### src/common/pfr_pkg.sv
// Package for the protect and function register block
package pfr_pkg;
  localparam logic [3:0] PFR_ADDR_FUNC = 4'h0;
  localparam logic [3:0] PFR_ADDR_PROT = 4'h4;
  localparam logic [3:0] PFR_ADDR_CMD = 4'h8;
  localparam logic [3:0] PFR_ADDR_STAT = 4'hC;
  localparam int PFR_BIT_RSTDIS = 0;
  localparam int PFR_BIT_AREA = 1;
  localparam int PFR_BIT_PROGRAM_PAUSED_FLAG = 2;
  localparam int PFR_BIT_ERASE_PAUSED_FLAG = 3;
  localparam int PFR_BIT_INFO_ROW_LOCK_0 = 4;
  localparam logic [7:0] PFR_OTP_MASK = 8'hF3;
  localparam logic [7:0] PFR_FUNC_RESET = 8'h00;
  localparam logic [3:0] PFR_PROT_RESET = 4'h0;
  localparam int PFR_NUM_BLOCKS = 128;
  localparam int PFR_BLK_W = 7;
  localparam int PFR_CMD_PGM_START = 0;
  localparam int PFR_CMD_ERS_START = 1;
  localparam int PFR_CMD_SUSPEND = 2;
  localparam int PFR_CMD_RESUME = 3;
  localparam int PFR_CMD_DONE = 4;
  localparam int PFR_CMD_CHIP_ERASE = 5;
  localparam int PFR_CMD_INFO_PGM = 6;
  typedef enum logic [1:0] {PFR_OP_NONE, PFR_OP_PGM, PFR_OP_ERS} pfr_op_e;
endpackage

### src/hdl/pfr_top.sv
// Protect area decode and function register with an APB slave
//
// Register access over APB and the placing of the registers were decided locally.
`timescale 1ns/100ps
module pfr_top
  import pfr_pkg::*;
#(
  parameter logic RSTDIS_DEFAULT = 1'h0
) (
  input wire logic I_MCLK,
  input wire logic I_RESET_N,
  input wire logic I_PSEL,
  input wire logic I_PENABLE,
  input wire logic I_PWRITE,
  input wire logic [31:0] I_PADDR,
  input wire logic [31:0] I_PWDATA,
  output logic [31:0] O_PRDATA,
  output logic O_PREADY,
  output logic O_PSLVERR,
  input wire logic [6:0] I_TARGET_BLOCK,
  input wire logic [1:0] I_TARGET_ROW,
  output logic O_RESTART_DEDICATED_EN,
  output logic O_RESTART_SHARED_EN,
  output logic O_OP_PGM_ACTIVE,
  output logic O_OP_ERS_ACTIVE,
  output logic O_CMD_REJECTED
);
  logic [7:0] func_reg;
  logic [3:0] prot_reg;
  logic rst_done_reg;
  pfr_op_e op_reg;
  logic susp_reg;
  logic rej_reg;
  logic [31:0] rdata_reg;
  logic wr_en;
  logic rd_en;
  logic addr_ok;
  logic [7:0] func_next;
  logic [PFR_NUM_BLOCKS-1:0] prot_map;
  logic blk_prot;
  logic [7:0] cmd;
  logic pgm_ok;
  logic ers_ok;
  logic info_ok;
  logic chip_ok;
  logic [7:0] prot_span;

  assign addr_ok = (I_PADDR[3:0] == PFR_ADDR_FUNC) || (I_PADDR[3:0] == PFR_ADDR_PROT) ||
                   (I_PADDR[3:0] == PFR_ADDR_CMD) || (I_PADDR[3:0] == PFR_ADDR_STAT);
  assign wr_en = I_PSEL && I_PENABLE && I_PWRITE && addr_ok && (I_PADDR[31:4] == 28'h0);
  assign rd_en = I_PSEL && !I_PWRITE;
  assign O_PREADY = 1'h1;
  assign O_PSLVERR = I_PSEL && I_PENABLE && (!addr_ok || (I_PADDR[31:4] != 28'h0));
  assign cmd = (wr_en && I_PADDR[3:0] == PFR_ADDR_CMD) ? I_PWDATA[7:0] : 8'h00;

  // Blocks covered by a low protect code
  always_comb begin
    unique case (prot_reg[2:0])
      3'h0: prot_span = 8'h00;
      3'h1: prot_span = 8'h01;
      3'h2: prot_span = 8'h02;
      3'h3: prot_span = 8'h04;
      3'h4: prot_span = 8'h08;
      3'h5: prot_span = 8'h10;
      3'h6: prot_span = 8'h20;
      3'h7: prot_span = 8'h40;
    endcase
  end

  // Protect map per block
  generate
    for (genvar b = 0; b < PFR_NUM_BLOCKS; b++) begin : g_map
      localparam int TOPIDX = PFR_NUM_BLOCKS - 1 - b;
      always_comb begin
        if (prot_reg[3]) begin
          prot_map[b] = 1'h1;
        end else if (func_reg[PFR_BIT_AREA]) begin
          prot_map[b] = (8'(b) < prot_span);
        end else begin
          prot_map[b] = (8'(TOPIDX) < prot_span);
        end
      end
    end
  endgenerate

  assign blk_prot = prot_map[I_TARGET_BLOCK];
  assign pgm_ok = cmd[PFR_CMD_PGM_START] && (op_reg == PFR_OP_NONE) && !blk_prot;
  assign ers_ok = cmd[PFR_CMD_ERS_START] && (op_reg == PFR_OP_NONE) && !blk_prot;
  assign chip_ok = cmd[PFR_CMD_CHIP_ERASE] && (op_reg == PFR_OP_NONE) &&
                   (prot_reg == 4'h0);
  assign info_ok = cmd[PFR_CMD_INFO_PGM] && (op_reg == PFR_OP_NONE) &&
                   !func_reg[PFR_BIT_INFO_ROW_LOCK_0 + I_TARGET_ROW];

  always_comb begin
    func_next = func_reg;
    if (wr_en && I_PADDR[3:0] == PFR_ADDR_FUNC) begin
      func_next = func_reg | (I_PWDATA[7:0] & PFR_OTP_MASK);
    end
    if (cmd[PFR_CMD_SUSPEND] && op_reg == PFR_OP_PGM && !susp_reg) begin
      func_next[PFR_BIT_PROGRAM_PAUSED_FLAG] = 1'h1;
    end else if (cmd[PFR_CMD_RESUME] && op_reg == PFR_OP_PGM) begin
      func_next[PFR_BIT_PROGRAM_PAUSED_FLAG] = 1'h0;
    end
    if (cmd[PFR_CMD_SUSPEND] && op_reg == PFR_OP_ERS && !susp_reg) begin
      func_next[PFR_BIT_ERASE_PAUSED_FLAG] = 1'h1;
    end else if (cmd[PFR_CMD_RESUME] && op_reg == PFR_OP_ERS) begin
      func_next[PFR_BIT_ERASE_PAUSED_FLAG] = 1'h0;
    end
  end

  // Function register, variant default caught after reset release
  always_ff @(posedge I_MCLK or negedge I_RESET_N) begin
    if (!I_RESET_N) begin
      func_reg <= PFR_FUNC_RESET;
      rst_done_reg <= 1'h0;
    end else if (!rst_done_reg) begin
      func_reg <= PFR_FUNC_RESET | {7'h00, RSTDIS_DEFAULT};
      rst_done_reg <= 1'h1;
    end else begin
      func_reg <= func_next;
    end
  end

  always_ff @(posedge I_MCLK or negedge I_RESET_N) begin
    if (!I_RESET_N) begin
      prot_reg <= PFR_PROT_RESET;
    end else if (wr_en && I_PADDR[3:0] == PFR_ADDR_PROT) begin
      prot_reg <= I_PWDATA[3:0];
    end
  end

  // Operation tracker
  always_ff @(posedge I_MCLK or negedge I_RESET_N) begin
    if (!I_RESET_N) begin
      op_reg <= PFR_OP_NONE;
      susp_reg <= 1'h0;
    end else if (pgm_ok || info_ok) begin
      op_reg <= PFR_OP_PGM;
    end else if (ers_ok || chip_ok) begin
      op_reg <= PFR_OP_ERS;
    end else if (cmd[PFR_CMD_SUSPEND] && op_reg != PFR_OP_NONE) begin
      susp_reg <= 1'h1;
    end else if (cmd[PFR_CMD_RESUME]) begin
      susp_reg <= 1'h0;
    end else if (cmd[PFR_CMD_DONE] && !susp_reg) begin
      op_reg <= PFR_OP_NONE;
    end
  end

  always_ff @(posedge I_MCLK or negedge I_RESET_N) begin
    if (!I_RESET_N) begin
      rej_reg <= 1'h0;
    end else if ((cmd[PFR_CMD_PGM_START] && !pgm_ok) || (cmd[PFR_CMD_ERS_START] && !ers_ok) ||
                 (cmd[PFR_CMD_CHIP_ERASE] && !chip_ok) ||
                 (cmd[PFR_CMD_INFO_PGM] && !info_ok)) begin
      rej_reg <= 1'h1;
    end else if (wr_en && I_PADDR[3:0] == PFR_ADDR_STAT) begin
      rej_reg <= 1'h0;
    end
  end

  always_ff @(posedge I_MCLK or negedge I_RESET_N) begin
    if (!I_RESET_N) begin
      rdata_reg <= 32'h0000_0000;
    end else if (rd_en && !I_PENABLE) begin
      unique case (I_PADDR[3:0])
        PFR_ADDR_FUNC: rdata_reg <= {24'h000000, func_reg};
        PFR_ADDR_PROT: rdata_reg <= {28'h0000000, prot_reg};
        PFR_ADDR_STAT: rdata_reg <= {28'h0000000, rej_reg, susp_reg,
                                     op_reg == PFR_OP_ERS, op_reg == PFR_OP_PGM};
        default: rdata_reg <= 32'h0000_0000;
      endcase
    end
  end

  assign O_PRDATA = rdata_reg;
  assign O_RESTART_DEDICATED_EN = !func_reg[PFR_BIT_RSTDIS];
  assign O_RESTART_SHARED_EN = func_reg[PFR_BIT_RSTDIS];
  assign O_OP_PGM_ACTIVE = (op_reg == PFR_OP_PGM) && !susp_reg;
  assign O_OP_ERS_ACTIVE = (op_reg == PFR_OP_ERS) && !susp_reg;
  assign O_CMD_REJECTED = rej_reg;

  a_otp_sticky: assert property (@(posedge I_MCLK) disable iff (!I_RESET_N)
    rst_done_reg && $past(rst_done_reg)
    |-> ($past(func_reg) & PFR_OTP_MASK & ~func_reg) == 8'h00)
    else $error("OTP bit cleared");
  a_chip_guard: assert property (@(posedge I_MCLK) disable iff (!I_RESET_N)
    chip_ok
    |-> prot_reg == 4'h0)
    else $error("Chip erase with protect code set");
  a_prot_inhibit: assert property (@(posedge I_MCLK) disable iff (!I_RESET_N)
    cmd[PFR_CMD_PGM_START] && blk_prot
    |=> op_reg == $past(op_reg))
    else $error("Program started in protected area");
  a_all_protect: assert property (@(posedge I_MCLK) disable iff (!I_RESET_N)
    prot_reg[3]
    |-> &prot_map)
    else $error("Code with MSB set not all blocks");
  a_bottom_one: assert property (@(posedge I_MCLK) disable iff (!I_RESET_N)
    prot_reg == 4'h1 && func_reg[PFR_BIT_AREA]
    |-> prot_map[0] && !prot_map[1])
    else $error("Bottom single block wrong");
  a_top_seven: assert property (@(posedge I_MCLK) disable iff (!I_RESET_N)
    prot_reg == 4'h7 && !func_reg[PFR_BIT_AREA]
    |-> prot_map[64] && !prot_map[63])
    else $error("Top 64 blocks wrong");
  a_program_paused_flag_set: assert property (@(posedge I_MCLK) disable iff (!I_RESET_N)
    rst_done_reg && cmd[PFR_CMD_SUSPEND] && op_reg == PFR_OP_PGM && !susp_reg
    |=> func_reg[PFR_BIT_PROGRAM_PAUSED_FLAG] && susp_reg)
    else $error("Program pause flag not set");
  a_erase_paused_flag_clr: assert property (@(posedge I_MCLK) disable iff (!I_RESET_N)
    rst_done_reg && cmd[PFR_CMD_RESUME] && op_reg == PFR_OP_ERS
    |=> !func_reg[PFR_BIT_ERASE_PAUSED_FLAG])
    else $error("Erase pause flag not cleared");
  a_row_lock: assert property (@(posedge I_MCLK) disable iff (!I_RESET_N)
    info_ok
    |-> !func_reg[PFR_BIT_INFO_ROW_LOCK_0 + I_TARGET_ROW])
    else $error("Locked row programmed");
  a_pin_select: assert property (@(posedge I_MCLK) disable iff (!I_RESET_N)
    O_RESTART_SHARED_EN
    != O_RESTART_DEDICATED_EN)
    else $error("Restart pin select");
  a_none_zero: assert property (@(posedge I_MCLK) disable iff (!I_RESET_N)
    prot_reg == 4'h0
    |-> !(|prot_map))
    else $error("Code zero protects a block");
  a_top_one: assert property (@(posedge I_MCLK) disable iff (!I_RESET_N)
    prot_reg == 4'h1 && !func_reg[PFR_BIT_AREA]
    |-> prot_map[127] && !prot_map[126])
    else $error("Top 1 block wrong");
  a_top_two: assert property (@(posedge I_MCLK) disable iff (!I_RESET_N)
    prot_reg == 4'h2 && !func_reg[PFR_BIT_AREA]
    |-> prot_map[126] && !prot_map[125])
    else $error("Top 2 blocks wrong");
  a_top_three: assert property (@(posedge I_MCLK) disable iff (!I_RESET_N)
    prot_reg == 4'h3 && !func_reg[PFR_BIT_AREA]
    |-> prot_map[124] && !prot_map[123])
    else $error("Top 4 blocks wrong");
  a_top_four: assert property (@(posedge I_MCLK) disable iff (!I_RESET_N)
    prot_reg == 4'h4 && !func_reg[PFR_BIT_AREA]
    |-> prot_map[120] && !prot_map[119])
    else $error("Top 8 blocks wrong");
  a_top_five: assert property (@(posedge I_MCLK) disable iff (!I_RESET_N)
    prot_reg == 4'h5 && !func_reg[PFR_BIT_AREA]
    |-> prot_map[112] && !prot_map[111])
    else $error("Top 16 blocks wrong");
  a_top_six: assert property (@(posedge I_MCLK) disable iff (!I_RESET_N)
    prot_reg == 4'h6 && !func_reg[PFR_BIT_AREA]
    |-> prot_map[96] && !prot_map[95])
    else $error("Top 32 blocks wrong");
  a_bottom_two: assert property (@(posedge I_MCLK) disable iff (!I_RESET_N)
    prot_reg == 4'h2 && func_reg[PFR_BIT_AREA]
    |-> prot_map[1] && !prot_map[2])
    else $error("Bottom 2 blocks wrong");
  a_bottom_three: assert property (@(posedge I_MCLK) disable iff (!I_RESET_N)
    prot_reg == 4'h3 && func_reg[PFR_BIT_AREA]
    |-> prot_map[3] && !prot_map[4])
    else $error("Bottom 4 blocks wrong");
  a_bottom_four: assert property (@(posedge I_MCLK) disable iff (!I_RESET_N)
    prot_reg == 4'h4 && func_reg[PFR_BIT_AREA]
    |-> prot_map[7] && !prot_map[8])
    else $error("Bottom 8 blocks wrong");
  a_bottom_five: assert property (@(posedge I_MCLK) disable iff (!I_RESET_N)
    prot_reg == 4'h5 && func_reg[PFR_BIT_AREA]
    |-> prot_map[15] && !prot_map[16])
    else $error("Bottom 16 blocks wrong");
  a_bottom_six: assert property (@(posedge I_MCLK) disable iff (!I_RESET_N)
    prot_reg == 4'h6 && func_reg[PFR_BIT_AREA]
    |-> prot_map[31] && !prot_map[32])
    else $error("Bottom 32 blocks wrong");
  a_bottom_seven: assert property (@(posedge I_MCLK) disable iff (!I_RESET_N)
    prot_reg == 4'h7 && func_reg[PFR_BIT_AREA]
    |-> prot_map[63] && !prot_map[64])
    else $error("Bottom 64 blocks wrong");
  a_bottom_start: assert property (@(posedge I_MCLK) disable iff (!I_RESET_N)
    prot_reg != 4'h0 && func_reg[PFR_BIT_AREA]
    |-> prot_map[0])
    else $error("Bottom area misses block zero");
  a_area_top: assert property (@(posedge I_MCLK) disable iff (!I_RESET_N)
    !prot_reg[3] && !func_reg[PFR_BIT_AREA]
    |-> !prot_map[0])
    else $error("Top area reaches block zero");
  a_area_bottom: assert property (@(posedge I_MCLK) disable iff (!I_RESET_N)
    !prot_reg[3] && func_reg[PFR_BIT_AREA]
    |-> !prot_map[127])
    else $error("Bottom area reaches last block");
  a_pin_dedicated: assert property (@(posedge I_MCLK) disable iff (!I_RESET_N)
    !func_reg[PFR_BIT_RSTDIS]
    |-> O_RESTART_DEDICATED_EN)
    else $error("Dedicated restart pin off");
  a_reset_value: assert property (@(posedge I_MCLK) disable iff (!I_RESET_N)
    rst_done_reg && !$past(rst_done_reg)
    |-> func_reg == (PFR_FUNC_RESET | {7'h00, RSTDIS_DEFAULT}))
    else $error("Function register default wrong");
  a_program_paused_flag_clr: assert property (@(posedge I_MCLK) disable iff (!I_RESET_N)
    rst_done_reg && cmd[PFR_CMD_RESUME] && op_reg == PFR_OP_PGM
    |=> !func_reg[PFR_BIT_PROGRAM_PAUSED_FLAG])
    else $error("Program pause flag not cleared");
  a_erase_paused_flag_set: assert property (@(posedge I_MCLK) disable iff (!I_RESET_N)
    rst_done_reg && cmd[PFR_CMD_SUSPEND] && op_reg == PFR_OP_ERS && !susp_reg
    |=> func_reg[PFR_BIT_ERASE_PAUSED_FLAG] && susp_reg)
    else $error("Erase pause flag not set");
  a_program_paused_flag_hold: assert property (@(posedge I_MCLK) disable iff (!I_RESET_N)
    rst_done_reg && func_reg[PFR_BIT_PROGRAM_PAUSED_FLAG] && !cmd[PFR_CMD_RESUME]
    |=> func_reg[PFR_BIT_PROGRAM_PAUSED_FLAG])
    else $error("Program pause flag lost");
  a_erase_paused_flag_hold: assert property (@(posedge I_MCLK) disable iff (!I_RESET_N)
    rst_done_reg && func_reg[PFR_BIT_ERASE_PAUSED_FLAG] && !cmd[PFR_CMD_RESUME]
    |=> func_reg[PFR_BIT_ERASE_PAUSED_FLAG])
    else $error("Erase pause flag lost");
  a_row_reject: assert property (@(posedge I_MCLK) disable iff (!I_RESET_N)
    cmd[PFR_CMD_INFO_PGM] && func_reg[PFR_BIT_INFO_ROW_LOCK_0 + I_TARGET_ROW]
    |=> rej_reg)
    else $error("Locked row program not refused");
  a_prot_reject: assert property (@(posedge I_MCLK) disable iff (!I_RESET_N)
    cmd[PFR_CMD_PGM_START] && blk_prot
    |=> rej_reg)
    else $error("Protected program not refused");
  a_erase_inhibit: assert property (@(posedge I_MCLK) disable iff (!I_RESET_N)
    cmd[PFR_CMD_ERS_START] && blk_prot
    |=> rej_reg)
    else $error("Protected erase not refused");
  a_chip_reject: assert property (@(posedge I_MCLK) disable iff (!I_RESET_N)
    cmd[PFR_CMD_CHIP_ERASE] && prot_reg != 4'h0
    |=> rej_reg)
    else $error("Whole array erase not refused");
  a_pause_ignore: assert property (@(posedge I_MCLK) disable iff (!I_RESET_N)
    rst_done_reg && wr_en && I_PADDR[3:0] == PFR_ADDR_FUNC
    |=> func_reg[PFR_BIT_ERASE_PAUSED_FLAG:PFR_BIT_PROGRAM_PAUSED_FLAG] == $past(func_reg[PFR_BIT_ERASE_PAUSED_FLAG:PFR_BIT_PROGRAM_PAUSED_FLAG]))
    else $error("Pause flags took written value");
  a_otp_write: assert property (@(posedge I_MCLK) disable iff (!I_RESET_N)
    rst_done_reg && wr_en && I_PADDR[3:0] == PFR_ADDR_FUNC
    |=> (func_reg & PFR_OTP_MASK) == (($past(func_reg) | $past(I_PWDATA[7:0])) & PFR_OTP_MASK))
    else $error("One-time bits not merged");
  a_prot_write: assert property (@(posedge I_MCLK) disable iff (!I_RESET_N)
    wr_en && I_PADDR[3:0] == PFR_ADDR_PROT
    |=> prot_reg == $past(I_PWDATA[3:0]))
    else $error("Protect code write lost");
  a_pgm_unpaused: assert property (@(posedge I_MCLK) disable iff (!I_RESET_N)
    O_OP_PGM_ACTIVE
    |-> !func_reg[PFR_BIT_PROGRAM_PAUSED_FLAG])
    else $error("Program running while paused");
  a_ers_unpaused: assert property (@(posedge I_MCLK) disable iff (!I_RESET_N)
    O_OP_ERS_ACTIVE
    |-> !func_reg[PFR_BIT_ERASE_PAUSED_FLAG])
    else $error("Erase running while paused");
endmodule

### config.mk
export PLATFORM = sky130hd
export DESIGN_NAME = pfr_top
export DESIGN_NICKNAME = d
export VERILOG_FILES = /design/src/common/pfr_pkg.sv /design/src/hdl/pfr_top.sv
export SDC_FILE = /design/constraint.sdc
export NUM_CORES = 1
export LEC_CHECK = 0
export ABC_AREA = 1
export CAP_MARGIN = 20
export CORE_MARGIN = 3
export CORE_UTILIZATION = 51
export CTS_CLUSTER_SIZE = 40
export DETAILED_ROUTE_END_ITERATION = 12
export DONT_BUFFER_PORTS = 1
export PLACE_DENSITY = 0.78
export SKIP_CTS_REPAIR_TIMING = 1
export SYNTH_ARGS = -nofsm -noshare
export SYNTH_HDL_FRONTEND = slang
export SYNTH_SLANG_ARGS = --single-unit
### constraint.sdc
create_clock -name I_MCLK -period 2 [get_ports I_MCLK]
set_input_delay 0.1 -clock I_MCLK [delete_from_list [all_inputs] [get_ports I_MCLK]]
set_output_delay 0.1 -clock I_MCLK [all_outputs]
set_load 0.005 [all_outputs]
==> results of run 1 <==
[power breakdown]
| part | internal [mW] | leakage, nW | switching, mW |
|---|---|---|---|
| Clock | 0.0767 | 0.0139 | 0.169 |
| Combinational | 0.0379 | 0.565 | 0.0610 |
| Sequential | 0.510 | 0.331 | 0.00273 |
[kinds of logic (layout without fill, tap and decap cells)]
| group | count (synthesis) | in the layout | share of synthesized area [%] |
|---|---|---|---|
| simple gates | 132 | 132 | 35.0 |
| buf+inv | 51 | 49 | 16.7 |
| compound gates | 32 | 32 | 9.76 |
| flops | 25 | 25 | 35.6 |
| mux | 4 | 4 | 2.56 |
| other cells | 2 | 26 | 0.428 |
[area by class of cell]
cell class                      instances  area [um^2]
Multi-Input combinational cell        194          928
Sequential cell                        25          626
Inverter                               25         93.8
Clock buffer                            3         22.5
Timing Repair Buffer                   20          210
Clock inverter                          1         7.51
Fill cell                             310         1230
Tap cell                               44         55.1
[synth_stat cells (all sizes together)]
cell type,instances
or2,1
mux2,4
inv,25
nand4,5
nor3b,1
conb,2
o221ai,1
nand3,14
dfrtp,25
a21oi,10
o21ai,18
nor3,4
o21a,2
nor2,44
o211ai,1
buf,26
nand2,61
nor4,2
[worst max-delay path by stage]
stage	to	start	slack, ns
2_1_floorplan	prot_reg[3]	I_PADDR[1]	0.55
3_3_place_gp	prot_reg[3]	I_PADDR[1]	0.31
3_5_place_dp	prot_reg[3]	I_PADDR[1]	0.27
4_1_cts	susp_reg	prot_reg[1]	0.41
5_1_grt	func_reg[6]	I_PADDR[1]	-0.03
6_report	func_reg[6]	I_PADDR[1]	0.08
[worst register-to-register path: cells and delay by family (launching register included)]
kind | cells | cell delay [ns]
and+or+nand+nor | 9 | 0.86
DFF | 1 | 0.46
AOI/OAI and AO/OA | 1 | 0.15
buffers and inverters | 1 | 0.09
[per-layer routing]
metal / share of wire [%] / GRT usage, % / vias up / wire length, um
li1: - / - / 785 / -
met1: 42 / 21.5 / 705 / 1690
met2: 49 / 31.6 / 73 / 1940
met3: 7.7 / 3.81 / 9 / 306
met4: 1.3 / 5.54 / 0 / 51
met5: 0 / 0 / - / 0
[through the flow]
step | setup TNS, ns | cell area, um^2 | utilization, % | power, mW
floorplan | 0 | 1850 | - | 0.611
global placement | 0 | 1700 | 53.6 | 0.580
detailed placement | 0 | 1700 | 53.6 | 0.582
CTS | 0 | 1730 | 54.5 | 0.817
global route | -0.0342 | 1940 | 61.1 | 0.891
finish | 0 | 1940 | 61.1 | 0.858
==> flow_summary.yaml, run 1 <==
placed_design:
  hpwl_um: 3060
  io_buffer_count: 0
  dpl.cell_count: 288
  routabilityCongestion: 0.820
  place_worst_setup_slack_ns: 0.269
timing:
  finalCriticalPeriod_ns: 1.92
  setup_ws_ns: 0.0780
  setup_viol: 0
  clock_skew_ns: 0.00257
  finalCritPeriodShare_pct: 96.1
  slew_headroom_pct: 63.3
  fmax_mhz: 520
  hold_viol_final: 1
  tightest_slew_ns: 0.546
  maxSlewViolCount: 0
  whs_ns: -0.0174
final_layout:
  layout_common_cells: "nand2_1, nor2_1, conb_1"
  antenna_cells: 0
  drive_gt1_share_pct: 7.46
  final_common_cell: "nand2_1"
  final_nets: 347
  area_growth_pct: 10.6
  fin_cells: 312
routing:
  routed_wl_um: 3990
  dr.pass1.iters: 4
  antenna_left: 0
  via_per_inst: 5.04
  wl_per_cell_um: 12.8
  remaining_drc_errors: 0
  drt_iter0_markers: 82
  vias: 1572
outcome:
  violations: "hold timing"
  status: "finished with violations"
yosys:
  synth_top_area_share_pct: 35.6
  ys_warn_count: 0
  netlist_area_um2: 1760
  ys_seq_area_share_pct: 35.6
  ys_types: 25
  yosys-top-cells-area: "dfrtp_1, nand2_1, buf_4, nor2_1, o21ai_0"
  synth_top_cell_by_area: "dfrtp_1"
  syn_avg_cell_area_um2: 7.14
  syn_inst: 246
  synth_seq_cells: 25
clocking:
  cts.clk_slew.worst_paths_ns: 0.15
  tritoncts: "yes"
  cts_max_path_buffers: 2
  numCtsBuffers: 3
  cts_sinks: 25
  clk_latency_ns: 0.33
  clock-root-buffer: "clkbuf_4"
  h-tree-depth: 1
critical_path:
  start_kind: "primary input"
  worstPathArrival_ns: 2.19
  critPathBufInv: 1
  r2r_end: "susp_reg"
  crit_chain: "or2_1 > nor2_2 > nand2_2 > nor2_4 > nand2_4 > nor4_4 > nand2_1 > dlygate4sd3_1 > a21oi_1"
  endpoint_kind: "flop"
  cp_top_family: "simple AND/OR/NAND/NOR gates"
  crit_required_ns: 2.27
  r2r_slack_ns: 0.39
  slowest_delay_ns: 0.58
  cpMaxStageDelayCell: "dlygate4sd3_1"
  criticalPathCategory: "in -> reg"
  rr_startpoint: "prot_reg[1]"
  cp_max_fo: 7
  cp.depth: 9
  ff2ff_path_depth: 11
grt:
  grt-ovfl-total: 0
  grt_pass1_vias: 1380
  grt_start_max_net_pins: 26
  grt_pass1_wl_um: 5890
  antenna_found_initial: 0
  grtUsageTotal_pct: 17.8
floorplanning:
  fp.dieH_um: 64.7
  start_util_pct: 55.3
  fp.dieArea_um2: 4180
  fp.dieW_um: 64.7
  coreArea_um2: 3180
  num_io_pins: 117
  rows: 20
power:
  vdd_drop_max_v: 0.000245
  p_leak_nw: 0.909
  p_per_area_nw_per_um2: 441
worst_hold_path:
  min_to: "prot_reg[3]"
  hp-start: "I_PWDATA[3]"
  min_path_cells: 3
  hp-class: "in -> reg"
job:
  max_cap_violations: 0
Note: power is estimated with default switching activity, not from simulation.
==> run 2: changes to the inputs <==
CTS_BUF_LIST = sky130_fd_sc_hd__clkbuf_16   (was default)
TNS_END_PERCENT = 100   (was default)
==> run 2 against run 1 <==
Largest power group unchanged. Via count is 4.5% lower. Routed wire length is 4.1% lower. Utilization is 2.1 points lower. Clock-buffer cell count stayed put. The run still ends with hold timing left. Global-route usage is 0.44 points higher. Clock power is 91% higher.
==> flow_summary.yaml, run 2 (same netlist as run 1, synthesis figures left out) <==
outcome:
  status: "finished with violations"
  violations: "hold timing"
grt:
  grt_start_max_net_pins: 26
  grt_pass1_wl_um: 5930
  antenna_found_initial: 0
  grt_pass1_vias: 1374
  grtUsageTotal_pct: 18.3
  grt-ovfl-total: 0
floorplanning:
  coreArea_um2: 3180
  fp.dieArea_um2: 4180
  fp.dieH_um: 64.7
  fp.dieW_um: 64.7
  num_io_pins: 117
  rows: 20
  start_util_pct: 55.3
critical_path:
  crit_chain: "nor2_1 > inv_1 > a21oi_1 > nor2_1 > nand2_1 > nand3_1 > nor2_1 > nor2_1 > o21ai_0 > nand2_1"
  cp_common_cell: "nor2_1"
  crit_required_ns: 2.16
  ff2ff_path_depth: 10
  r2r_end: "op_reg[1]"
  endpoint_kind: "flop"
  endpoint: "op_reg[1]"
  slowest_delay_ns: 0.42
  cpMaxStageDelayCell: "dfrtp_1"
  criticalPathCategory: "reg -> reg"
  cp_max_fo: 4
  start_kind: "flop"
  r2r_slack_ns: 0.38
  rr_startpoint: "prot_reg[0]"
  critPathLaunch: "prot_reg[0]"
  worstPathArrival_ns: 1.77
final_layout:
  area_growth_pct: 6.77
  fillCellCount: 320
  layout_common_cells: "nand2_1, nor2_1, conb_1"
  final_common_cell: "nand2_1"
  final_util_pct: 59.0
  antenna_cells: 0
  final_nets: 335
  drive_gt1_share_pct: 7.81
clocking:
  cts_max_path_buffers: 2
  h-tree-depth: 1
  cts_sinks: 25
  tritoncts: "yes"
  cts.clk_slew.worst_paths_ns: 0.07
  clock-root-buffer: "clkbuf_16"
  numCtsBuffers: 3
  clk_latency_ns: 0.27
routing:
  remaining_drc_errors: 0
  routed.top_layer: "met4"
  drt_iter0_markers: 54
  dr.pass1.iters: 4
  wl_per_cell_um: 12.7
  via_per_inst: 5.00
  antenna_left: 0
  dr_wl_met3_um: 279
  routed_wl_um: 3820
  dr_wl_met2_um: 1870
  met1Wirelength_um: 1610
  vias: 1501
power:
  switchingPower_mw: 0.255
  seqPwrFrac_pct: 48.0
  p_leak_nw: 0.902
  vdd_drop_max_v: 0.000274
  clkPwrFrac_pct: 43.9
  combPwrFrac_pct: 8.2
  intPower_mw: 0.813
  swShare_pct: 23.9
  p_per_area_nw_per_um2: 570
  p_total_mw: 1.07
timing:
  whs_ns: -0.0293
  slew_headroom_pct: 63.1
  finalCritPeriodShare_pct: 80.8
  fmax_mhz: 619
  tightest_slew_ns: 0.549
  maxSlewViolCount: 0
  clock_skew_ns: 0.00219
  setup_viol: 0
  hold_viol_final: 5
  finalSetupTns_ns: 0
  finalCriticalPeriod_ns: 1.62
  rsz0062_at_grt: "no"
worst_hold_path:
  hp-class: "in -> reg"
placed_design:
  io_buffer_count: 0
  routabilityCongestion: 0.820
  hpwl_um: 3060
job:
  max_cap_violations: 0
[run 2: changes by cell type in the layout (fill, tap and decap cells not counted)]
| cell | before | now |
|---|---|---|
| clkbuf_16 | 0 | 3 |
| clkbuf_4 | 3 | 0 |
| dlygate4sd3_1 | 19 | 7 |
[run 2: cell type report]
cell class	instances	area, um^2	share of cell area [%]
clock buffer	3	75.1	4.00
multi-input combinational	194	928	49.5
sequential	25	626	33.4
inverter	25	93.8	5.00
clock inverter	1	7.51	0.400
timing repair buffer	8	90.1	4.80
tap	44	55.1	2.94
[run 2: power groups by stage]
stage               Combinational [mW]  Sequential (mW)  Clock (mW)
floorplan                       0.0896            0.522           0
global placement                0.0578            0.522           0
detailed placement              0.0591            0.523           0
CTS                             0.0594            0.513       0.470
global route                    0.0995            0.513       0.487
finish                          0.0872            0.512       0.469
[run 2: critical path, delay by kind of cell, from the launching register on]
kind                   cells  cell delay (ns)
and+or+nand+nor            7             0.76
AOI/OAI and AO/OA          2             0.23
buffers and inverters      1             0.09
DFF                        1             0.42
[run 2: worst min-delay path by stage]
stage	from	to	slack (ns)	cells after the start
floorplan	I_RESET_N	O_CMD_REJECTED	-0.20	0
global placement	I_RESET_N	O_PRDATA[7]	-0.20	0
detailed placement	I_RESET_N	O_PRDATA[7]	-0.20	0
CTS	I_RESET_N	func_reg[4]	-0.48	0
global route	I_PWDATA[5]	O_CMD_REJECTED	0.01	2
finish	I_PWDATA[5]	func_reg[5]	-0.03	2
[run 2: through the flow]
stage | setup slack [ns] | area, um^2 | hold WS [ns] | instances
6_report | 0.384 | 1880 | -0.0293 | 300
5_1_grt | 0.189 | 1880 | 0.0103 | 300
4_1_cts | 0.416 | 1790 | -0.481 | 292
3_5_place_dp | 0.269 | 1700 | -0.195 | 288
3_3_place_gp | 0.314 | 1700 | -0.195 | 288
2_1_floorplan | 0.550 | 1850 | -0.196 | 270
[run 2: per-layer routing]
layer,GRT usage [%],up-vias
met5,0,-
met4,8.71,0
met3,3.29,5
met2,31.6,67
met1,21.8,670
li1,-,759
